<file path="config.mk">
export PLATFORM = sky130hd
export DESIGN_NAME = lbt_top
export DESIGN_NICKNAME = d
export VERILOG_FILES = /design/src/rtl/lbt_pkg.sv /design/src/rtl/lbt_tick_gen.sv /design/src/rtl/lbt_top.sv
export VERILOG_INCLUDE_DIRS = /design/src /design/src/rtl
export SDC_FILE = /design/constraint.sdc
export NUM_CORES = 1
export LEC_CHECK = 0
export BUFFER_PORTS_ARGS = -buffer_cell sky130_fd_sc_hd__buf_2
export CAP_MARGIN = 20
export CORE_UTILIZATION = 55
export DETAILED_ROUTE_END_ITERATION = 7
export PLACE_DENSITY = 0.8
export SKIP_CTS_REPAIR_TIMING = 1
export SLEW_MARGIN = 5
export SYNTH_ARGS = -nofsm -noshare
export SYNTH_HDL_FRONTEND = slang
export SYNTH_SLANG_ARGS = --single-unit
</file>
<file path="constraint.sdc">
create_clock -name ref_clk -period 3.4 [get_ports ref_clk]
set_input_delay 0.51 -clock ref_clk [delete_from_list [all_inputs] [get_ports ref_clk]]
set_output_delay 0.51 -clock ref_clk [all_outputs]
set_load 0.03 [all_outputs]
</file>
<file path="src/rtl/lbt_map.svh">
// lbt_map.svh: offsets, field positions, reset values and timing counts of the blink timer.
// assumes: included by the design files and the test; definitions only.
`ifndef LBT_MAP_SVH
`define LBT_MAP_SVH

// ----------------------------------------------------------------------
// register indices (byte address is four times the index)
// ----------------------------------------------------------------------
`define LBT_IDX_ON   32'h0B000240
`define LBT_IDX_OFF  32'h0B000242
`define LBT_IDX_CTL  32'h0B000248
`define LBT_IDX_CNT  32'h0B00024A
`define LBT_IDX_FLAG 32'h0B00024C
`define LBT_IDX_MASK 32'h0B00024E

// ----------------------------------------------------------------------
// field positions and widths
// ----------------------------------------------------------------------
`define LBT_ON_W       5
`define LBT_OFF_W      7
`define LBT_CNT_W      16
`define LBT_CTL_EN_BIT 0
`define LBT_CTL_ST_BIT 1
`define LBT_FLAG_BIT   0

// ----------------------------------------------------------------------
// reset values
// ----------------------------------------------------------------------
`define LBT_ON_RST   5'h10
`define LBT_OFF_RST  7'h20
`define LBT_EN_RST   1'b0
`define LBT_ST_RST   1'b1
`define LBT_CNT_RST  16'h04B0
`define LBT_MASK_RST 1'b0

// ----------------------------------------------------------------------
// timing
// ----------------------------------------------------------------------
`define LBT_CLK_NS   25
`define LBT_STEP_NS  62500000
`define LBT_TICK_CYC (`LBT_STEP_NS / `LBT_CLK_NS)

`endif

</file>
<file path="src/rtl/lbt_pkg.sv">
// lbt_pkg: types shared by the blink timer files.
// assumes: lbt_map.svh supplies the numeric constants.
package lbt_pkg;

  // gray order along idle -> on -> off
  typedef enum logic [1:0] {
    LBT_IDLE = 2'b00,
    LBT_ON   = 2'b01,
    LBT_OFF  = 2'b11
  } lbt_state_t;

  typedef enum logic [2:0] {
    LBT_R_NONE,
    LBT_R_ON,
    LBT_R_OFF,
    LBT_R_CTL,
    LBT_R_CNT,
    LBT_R_FLAG,
    LBT_R_MASK
  } lbt_reg_t;

  // ahb address phase held into the data phase
  typedef struct packed {
    logic valid;
    logic write;
    lbt_reg_t sel;
  } lbt_aphase_t;

endpackage : lbt_pkg

</file>
<file path="src/rtl/lbt_tick_gen.sv">
// lbt_tick_gen: divides ref_clk down to the 0.0625 s step tick.
// assumes: ref_clk is the always-on timebase; clear holds the divider at zero.
`timescale 1ns/1ps
`include "lbt_map.svh"

module lbt_tick_gen #(
  parameter int CYCLES = `LBT_TICK_CYC
) (
  input wire logic ref_clk,
  input wire logic rst_n,
  input wire logic clear,
  output logic tick
);
  localparam int CW = (CYCLES > 1) ? $clog2(CYCLES) : 1;

  logic [CW-1:0] cnt_q;
  logic [CW-1:0] cnt_d;

  always_comb begin
    tick = 1'b0;
    cnt_d = cnt_q + CW'(1);
    if (clear) begin
      cnt_d = '0;
    end else if (cnt_q == CW'(CYCLES - 1)) begin
      tick = 1'b1;
      cnt_d = '0;
    end
  end

  always_ff @(posedge ref_clk or negedge rst_n) begin
    if (!rst_n) begin
      cnt_q <= '0;
    end else begin
      cnt_q <= cnt_d;
    end
  end
endmodule : lbt_tick_gen

</file>
<file path="src/rtl/lbt_top.sv">
// lbt_top: indicator blink timer with ahb-lite register access.
// assumes: ref_clk is the always-on 40 MHz timebase, rst_n is the rtc-domain reset,
// soft_reset is a one-cycle pulse from logic on ref_clk for all other resets.
`timescale 1ns/1ps
`include "lbt_map.svh"

// Functional notes
// - blink alternates on and off while enabled
// - runs on always-on clock through low-power modes
// - on duration five bits, steps, zero forbidden
// - on phase drives output high
// - rtc reset loads one-second on duration
// - off duration seven bits, steps, zero forbidden
// - off phase drives output low
// - rtc reset loads two-second off duration
// - other resets keep duration settings
// - unused upper bits read zero
// - control holds enable and auto-stop bits
// - pair countdown from 1200 raises event; the code sets the event flag only when the auto-stop bit is set
// - auto-stop event clears both enable bits
// - event flag cleared by writing one
module lbt_top
  import lbt_pkg::*;
#(
  parameter int TICK_CYCLES = `LBT_TICK_CYC
) (
  input wire logic ref_clk,
  input wire logic rst_n,
  input wire logic soft_reset,
  input wire logic hsel,
  input wire logic [31:0] haddr,
  input wire logic [1:0] htrans,
  input wire logic hwrite,
  input wire logic [2:0] hsize,
  input wire logic [31:0] hwdata,
  input wire logic hready,
  output logic hreadyout,
  output logic hresp,
  output logic [31:0] hrdata,
  output logic indicator_out_n,
  output logic irq
);

  // ----------------------------------------------------------------------
  // declarations
  // ----------------------------------------------------------------------
  lbt_aphase_t aph_q, aph_d;
  logic [31:0] hrdata_q, hrdata_d;
  logic [15:0] rd_mux;
  logic wr;

  logic [`LBT_ON_W-1:0] on_dur_q, on_dur_d;
  logic [`LBT_OFF_W-1:0] off_dur_q, off_dur_d;
  logic en_q, en_d;
  logic stop_q, stop_d;
  logic [`LBT_CNT_W-1:0] cnt_set_q, cnt_set_d;
  logic flag_q, flag_d;
  logic mask_q, mask_d;

  lbt_state_t state_q, state_d;
  logic [6:0] phase_q, phase_d;
  logic [6:0] phase_inc;
  logic [`LBT_CNT_W-1:0] remain_q, remain_d;
  logic out_q, out_d;
  logic tick;
  logic pair_done;
  logic auto_stop;

  function automatic lbt_reg_t decode(input logic [31:0] a);
    logic [29:0] w;
    w = a[31:2];
    case (w)
      30'(`LBT_IDX_ON): decode = LBT_R_ON;
      30'(`LBT_IDX_OFF): decode = LBT_R_OFF;
      30'(`LBT_IDX_CTL): decode = LBT_R_CTL;
      30'(`LBT_IDX_CNT): decode = LBT_R_CNT;
      30'(`LBT_IDX_FLAG): decode = LBT_R_FLAG;
      30'(`LBT_IDX_MASK): decode = LBT_R_MASK;
      default: decode = LBT_R_NONE;
    endcase
  endfunction : decode

  // ----------------------------------------------------------------------
  // ahb-lite slave
  // ----------------------------------------------------------------------
  // reads take one wait state so a read right behind a write sees the new value
  always_comb begin
    aph_d = '0;
    if (hsel && hready && htrans[1]) begin
      aph_d.valid = 1'b1;
      aph_d.write = hwrite;
      aph_d.sel = decode(haddr);
    end
    case (aph_q.sel)
      LBT_R_ON: rd_mux = {11'h000, on_dur_q};
      LBT_R_OFF: rd_mux = {9'h000, off_dur_q};
      LBT_R_CTL: rd_mux = {14'h0000, stop_q, en_q};
      LBT_R_CNT: rd_mux = cnt_set_q;
      LBT_R_FLAG: rd_mux = {15'h0000, flag_q};
      LBT_R_MASK: rd_mux = {15'h0000, mask_q};
      default: rd_mux = 16'h0000;
    endcase
    hrdata_d = hrdata_q;
    if (aph_q.valid && !aph_q.write) begin
      hrdata_d = {16'h0000, rd_mux};
    end
  end

  always_ff @(posedge ref_clk or negedge rst_n) begin
    if (!rst_n) begin
      aph_q <= '0;
      hrdata_q <= 32'h00000000;
    end else begin
      aph_q <= aph_d;
      hrdata_q <= hrdata_d;
    end
  end

  assign hreadyout = !(aph_q.valid && !aph_q.write);
  assign hresp = 1'b0;
  assign hrdata = hrdata_q;
  assign wr = aph_q.valid && aph_q.write;

  // ----------------------------------------------------------------------
  // step tick
  // ----------------------------------------------------------------------
  // one clock, never gated, so blinking survives every low-power mode
  lbt_tick_gen #(
    .CYCLES(TICK_CYCLES)
  ) u_tick (
    .ref_clk(ref_clk),
    .rst_n(rst_n),
    .clear(state_q == LBT_IDLE),
    .tick(tick)
  );

  // ----------------------------------------------------------------------
  // blink sequencer
  // ----------------------------------------------------------------------
  // zero durations are forbidden; a zero here runs 128 steps, not defined behaviour
  always_comb begin
    state_d = state_q;
    phase_d = en_q ? phase_q : 7'h00;
    remain_d = remain_q;
    pair_done = 1'b0;
    auto_stop = 1'b0;
    phase_inc = phase_q + 7'h01;
    case (state_q)
      LBT_IDLE: begin
        phase_d = 7'h00;
        if (en_q) begin
          state_d = LBT_ON;
          remain_d = cnt_set_q;
        end
      end
      LBT_ON: begin
        if (!en_q) begin
          state_d = LBT_IDLE;
        end else if (tick) begin
          phase_d = phase_inc;
          if (phase_inc == {2'b00, on_dur_q}) begin
            state_d = LBT_OFF;
            phase_d = 7'h00;
          end
        end
      end
      LBT_OFF: begin
        if (!en_q) begin
          state_d = LBT_IDLE;
        end else if (tick) begin
          phase_d = phase_inc;
          if (phase_inc == off_dur_q) begin
            state_d = LBT_ON;
            phase_d = 7'h00;
            pair_done = 1'b1;
          end
        end
      end
      default: begin
        state_d = LBT_IDLE;
        phase_d = 7'h00;
      end
    endcase
    if (pair_done) begin
      remain_d = remain_q - 16'h0001;
      if (remain_q == 16'h0001) begin
        remain_d = cnt_set_q;
        if (stop_q) begin
          auto_stop = 1'b1;
          state_d = LBT_IDLE;
        end
      end
    end
    out_d = (state_d == LBT_ON);
  end

  always_ff @(posedge ref_clk or negedge rst_n) begin
    if (!rst_n) begin
      state_q <= LBT_IDLE;
      phase_q <= 7'h00;
      remain_q <= `LBT_CNT_RST;
      out_q <= 1'b0;
    end else begin
      state_q <= state_d;
      phase_q <= phase_d;
      remain_q <= remain_d;
      out_q <= out_d;
    end
  end

  assign indicator_out_n = out_q;

  // ----------------------------------------------------------------------
  // register file
  // ----------------------------------------------------------------------
  always_comb begin
    on_dur_d = on_dur_q;
    off_dur_d = off_dur_q;
    en_d = en_q;
    stop_d = stop_q;
    cnt_set_d = cnt_set_q;
    flag_d = flag_q;
    mask_d = mask_q;
    if (wr) begin
      case (aph_q.sel)
        LBT_R_ON: on_dur_d = hwdata[`LBT_ON_W-1:0];
        LBT_R_OFF: off_dur_d = hwdata[`LBT_OFF_W-1:0];
        LBT_R_CTL: begin
          en_d = hwdata[`LBT_CTL_EN_BIT];
          stop_d = hwdata[`LBT_CTL_ST_BIT];
        end
        LBT_R_CNT: cnt_set_d = hwdata[`LBT_CNT_W-1:0];
        LBT_R_FLAG: begin
          if (hwdata[`LBT_FLAG_BIT]) begin
            flag_d = 1'b0;
          end
        end
        LBT_R_MASK: mask_d = hwdata[0];
        default: ;
      endcase
    end
    // durations and control survive the other resets
    if (soft_reset) begin
      cnt_set_d = `LBT_CNT_RST;
      flag_d = 1'b0;
      mask_d = `LBT_MASK_RST;
    end
    // the hardware event wins over a same-cycle clear or re-enable
    if (auto_stop) begin
      en_d = 1'b0;
      stop_d = 1'b0;
      flag_d = 1'b1;
    end
  end

  always_ff @(posedge ref_clk or negedge rst_n) begin
    if (!rst_n) begin
      on_dur_q <= `LBT_ON_RST;
      off_dur_q <= `LBT_OFF_RST;
      en_q <= `LBT_EN_RST;
      stop_q <= `LBT_ST_RST;
      cnt_set_q <= `LBT_CNT_RST;
      flag_q <= 1'b0;
      mask_q <= `LBT_MASK_RST;
    end else begin
      on_dur_q <= on_dur_d;
      off_dur_q <= off_dur_d;
      en_q <= en_d;
      stop_q <= stop_d;
      cnt_set_q <= cnt_set_d;
      flag_q <= flag_d;
      mask_q <= mask_d;
    end
  end

  assign irq = flag_q && mask_q;
endmodule : lbt_top

</file>
After elaboration in Yosys (flattened, before gate mapping) --
Index checks and enable logic that the tools add are counted.
Cells by class: add/subtract/negate cells 3, equality and inequality tests 19, muxes and demuxes 54, reductions and logical operators 25
Operator list (number):
- 30-bit by 28-bit equality test with 1-bit output (second input constant) | 6
- 16-bit 2-to-1 mux | 7
- 16-bit case mux with 6 select lines | 1
- 7-bit 2-to-1 mux | 7
- 22-bit 2-to-1 mux | 2
- 1-bit 2-to-1 mux | 23
- 22-bit by 1-bit adder with 22-bit output (second input constant) | 1
- 22-bit equality test (second input constant) | 1
- 2-bit 2-to-1 mux | 10
- 3-bit case mux with 6 select lines | 1
- 16-bit by 1-bit equality test with 1-bit output (second input constant) | 1
- 16-bit by 1-bit subtractor with 16-bit output (second input constant) | 1
- 7-bit case mux with 2 select lines | 1
- 2-bit nonzero test | 7
- 2-bit AND reduction | 6
- 3-bit equality test (second input constant) | 3
- 3-bit nonzero test | 3
- 7-bit by 1-bit adder with 7-bit output (second input constant) | 1
- 7-bit by 5-bit equality test with 1-bit output | 1
- 7-bit equality test | 1
- 3-bit by 2-bit equality test with 1-bit output (second input constant) | 2
- 2-bit case mux with 3 select lines | 1
- 1-bit logical AND | 5
- 5-bit 2-to-1 mux | 1
- 6 further kinds | 8
Word-level totals: bits in registers 101, input bits 75, output and inout bits 36, logic and storage cells 117

Depth between registers and ports, before layout --
word-level depth 10, mapped depth 9, mapped depth without buffers 8

Cells and area by module --
Synthesis repeated with hierarchy kept, for this count alone.
Unflattened totals: cell total of the unflattened synthesis 591, area, all modules 5694.2 µm²
Modules (own cells, without submodules):
- lbt_top | instances 1, cells an instance 461, area each 4500.6 µm², sequential area each 1990.7 µm²
- lbt_tick_gen | instances 1, cells an instance 130, area each 1193.6 µm², sequential area each 550.5 µm²

Least setup slack after synthesis --
Ideal clock, no wire load.
path kind register to register, from reg phase_q[0], to reg remain_q[2], setup time 124 ps, arrival time 2498 ps, required time 3276 ps, path slack 778 ps, cell stages (with the launch flop) 10, path buffers 1, clock period less this slack 2622 ps, path through dfrtp_1 > ha_1 > and3_1 > and3_1 > a2111o_1 > nor3_4 > o211ai_4 > buf_6 > and3_1 > a211o_1
Between the ends: word-level cells in the longest chain between the ends 8, elaborated cells on any way between the ends 10, those cells by class add/sub: 1; eq/ne: 1; mux: 5; reduce/logical: 3
Ends and longest elaborated chain:
- from (decl) | RTL line lbt_top.sv:61 | logic [6:0] phase_q, phase_d;
- from (signal assigned) | RTL line lbt_top.sv:205 | phase_q <= phase_d;
- 7-bit by 1-bit adder with 7-bit output (*) | RTL line lbt_top.sv:147 | phase_inc = phase_q + 7'h01;
- 7-bit equality test (*) | RTL line lbt_top.sv:172 | if (phase_inc == off_dur_q) begin
- 1-bit 2-to-1 mux (*) | RTL line lbt_top.sv:172
- 1-bit 2-to-1 mux (*) | RTL line lbt_top.sv:170 | end else if (tick) begin
- 1-bit 2-to-1 mux (*) | RTL line lbt_top.sv:168 | if (!en_q) begin
- 1-bit 2-to-1 mux (*) | RTL line lbt_top.sv:148 | case (state_q)
- 2-bit nonzero test (no source line)
- 2-bit AND reduction (no source line)
- to (signal assigned) | RTL line lbt_top.sv:201 | remain_q <= `LBT_CNT_RST;
- to (signal assigned) | RTL line lbt_top.sv:206 | remain_q <= remain_d;
- to (decl) | RTL line lbt_top.sv:63 | logic [`LBT_CNT_W-1:0] remain_q, remain_d;
Mark *: on every way between the ends. The rest lies on a longest branch, timed or not. A chain may end at the register's enable or synchronous reset.

Worst setup path after layout --
from reg phase_q[0], to reg remain_q[9]
Same word-level chain as after synthesis.

==> results.json <==
{
  "core_area_um2": 9420,
  "placed_area_um2": 5820,
  "worst_hold_path_type": "in -> async",
  "fmaxAchievable_mhz": 321,
  "post_synth_and_or_nand_nor_area_fraction_pct": 23.1,
  "vias_in_the_first_global_route": 4333,
  "min_tclk_post_route_ps": 3110,
  "route.vias.total": 4534,
  "n_antenna_cell": 0,
  "yosys.cell_types.count": 58,
  "remaining_drc_errors": 0,
  "cp_slowest_stage_delay_ps": 550,
  "synthXorXnorAreaFrac_pct": 5.64,
  "routed_via_density": 5.88,
  "worst_clock_skew_ps": 11.9,
  "htree_num_levels": 3,
  "root_buffer": "clkbuf_8",
  "seqCellArea_um2": 2540,
  "cp.required_ps": 3670,
  "clock_insertion_delay_worst_skew_ps": 370,
  "max-slew-margin-rel_pct": 23.5,
  "arrival_ps": 3380,
  "final_critical_path_share_of_the_clock_period_pct": 91.6,
  "gpl.final_weighted_congestion": 0.838,
  "synth-warning-count": 0,
  "p_leak_nw": 2.75,
  "fraction_of_synthesis_flops_using_an_asynchronous_set_or_reset_pin_pct": 100,
  "cts.sinks": 101,
  "worstMarginPinSlew_ps": 1140,
  "final_nets": 716,
  "cts_tree": "built",
  "drv_slew": 0,
  "clkTransAtPathRegs_ps": 100,
  "die_footprint_um2": 10300,
  "dpl_hpwl_mm": 8.87,
  "synth_enable_flop_cells": 0,
  "grt_first_pass_wirelength_mm": 20.0,
  "synth_top_cells_by_area": "dfrtp_1, dfstp_2, nand2_1",
  "layout-drive-gt1-share_pct": 19.5,
  "ys_top_cells_by_count": "dfrtp_1, nand2_1, nor2_1",
  "grt_start_max_net_pins": 46,
  "detail_route.iter0.violations": 312,
  "final.fill_count": 802,
  "initial_antenna_violation_count": 0,
  "synth_compound_gate_area_share_pct": 13.7,
  "worst-setup-path-type": "reg -> reg",
  "multi_input_comb_area_um2": 2660,
  "max_cap_viol_count": 0,
  "max-vdd-ir-drop_mv": 0.228,
  "clock_path_buffers": 2,
  "synthFlopType": "dfrtp_1",
  "io_pins": 111,
  "routed_wirelength_mm": 12.0,
  "final_std_cell_area_no_fill_um2": 6010,
  "wl_per_cell_um": 15.6,
  "die-width_um": 101,
  "critPathMaxFanout": 34,
  "synth-seq-cells": 101,
  "setup_viol_count_final": 0,
  "antenna_left": 0,
  "grt_use_total_pct": 24.9,
  "cts_inserted_buffers": 9,
  "yosys.area.top_type_share_pct": 41.4,
  "outcome": "finished, final reports clean",
  "yosysSeqAreaShare_pct": 46.7,
  "fin_setup_tns_ps": 0,
  "rsz_0062_raised_after_global_routing": "false",
  "crit_chain": "ha_1 > nand4_1 > o21ai_0 > or4bb_1 > nor3_4 > o211ai_4 > and3_1 > a211o_1",
  "synth_top_family_by_area": "simple AND/OR/NAND/NOR gates",
  "finalHoldViolCount": 0,
  "portBuffers": 71,
  "post_synth_adder_cell_area_pct": 0.920,
  "power-per-cell-area_nw_per_um2": 345,
  "total_grt_overflow": 0,
  "post_synth_inst_count": 576,
  "cpMaxStageDelayCell": "or4bb_1",
  "initial_core_util_pct": 57.8,
  "post_synth.cell_area_avg_um2": 9.44,
  "floorplan.die.height_um": 101,
  "synthToLayoutAreaGrowth_pct": 10.5,
  "critical_path.endpoint_type": "register",
  "synth.mux.area_fraction_pct": 4.39,
  "synthMostInstantiatedCell": "dfrtp_1",
  "core.rowCount": 35,
  "synthesis.area_um2": 5440,
  "worstSetupStartpointType": "register",
  "synthDominantAreaCellType": "dfrtp_1",
  "drt_pre_antenna_iters": 5
}
## layer usage
metal | global-route usage, % | vias up | routed length (um)
met5 | 0 | - | 0
met2 | 42.5 | 159 | 5960
li1 | - | 2138 | -
met3 | 4.49 | 21 | 643
met4 | 6.91 | 0 | 168
met1 | 32.6 | 2216 | 5240
## placed cells by master, fill, tap and decap left out, types with 5 or more instances in the layout
cell | Yosys | layout
nor2b_1 | 12 | 12
clkbuf_8 | 0 | 9
dfrtp_1 | 90 | 90
and2_1 | 7 | 7
nor4_1 | 10 | 10
nand2b_1 | 6 | 6
dfstp_2 | 11 | 11
xnor2_1 | 19 | 19
o2bb2ai_1 | 5 | 5
inv_1 | 14 | 14
mux2i_1 | 7 | 7
a22oi_1 | 8 | 8
conb_1 | 1 | 17
a211o_1 | 6 | 6
a22o_1 | 11 | 11
a21oi_1 | 31 | 31
buf_4 | 18 | 7
o21ai_0 | 25 | 24
nand3_1 | 25 | 25
o31ai_1 | 5 | 5
nand4_1 | 13 | 13
and3_1 | 14 | 14
buf_2 | 6 | 70
nor4b_1 | 6 | 6
nor3_1 | 26 | 26
xor2_1 | 16 | 16
nor2_1 | 49 | 49
nand2_1 | 59 | 59
mux2_2 | 15 | 15
## report_power, final
part           leakage (nW)  internal, mW  total, mW  switching [mW]
sequential             1.32          1.21       1.22         0.00929
clock                0.0968         0.287      0.743           0.457
combinational          1.33        0.0355      0.112          0.0763
total                  2.75          1.53       2.07           0.542
## metrics by stage
stage	hold slack, ps	utilization (%)	setup slack [ps]	std cells	total power, mW
2_1_floorplan	214	-	778	592	1.30
3_3_place_gp	460	61.8	376	755	1.35
3_5_place_dp	468	61.8	304	755	1.35
4_1_cts	143	63.8	280	771	2.09
5_1_grt	155	63.8	2.49	771	2.14
6_report	123	63.8	287	771	2.07
## registers in the layout, indices dropped and copies added, names as in the netlist
register         count
state_q              2
on_dur_q             5
en_q                 1
phase_q              7
u_tick.cnt_q        22
aph_q                5
stop_q               1
hrdata              16
remain_q            16
indicator_out_n      1
off_dur_q            7
mask_q               1
flag_q               1
cnt_set_q           16
## worst max-delay path: cells and delay by family (launching register included)
kind,cells,cell delay (ps)
DFF,1,500
and+or+nand+nor,4,1380
adders and majority gates,1,280
AOI/OAI and AO/OA,3,820
## logic make-up (layout without fill, tap and decap cells)
kind of cell,after synthesis,count (layout)
AOI/OAI and AO/OA,110,110
buffers and inverters,57,107
DFF,101,101
and+or+nand+nor,246,246
muxes,22,22
adders and majority gates,4,4
xor gates and xnor gates,35,35
other,1,17
## final timing paths
kind / startpoint / to / slack (ps) / depth (start not counted)
worst max-delay path: phase_q[0] / remain_q[9] / 290 / 8
worst min-delay path: rst_n / remain_q[8] / 120 / 1
worst max register to register: phase_q[0] / remain_q[9] / 290 / 8
worst min register to register: u_tick.cnt_q[0] / u_tick.cnt_q[0] / 480 / 1
max in group asynchronous: rst_n / phase_q[6] / 2440 / 2
min in group ref_clk: haddr[3] / aph_q[0] / 330 / 2
## cell type report
type                    count  share of cell area (%)
clock buffers               9                    2.06
multi-input cells         434                    44.2
well taps                 129                    2.69
repair buffers             77                    6.70
inverters                  14                   0.874
flip-flops and latches    101                    42.3
clock inverters             7                    1.15
Note: power is estimated with default switching activity, not from simulation.
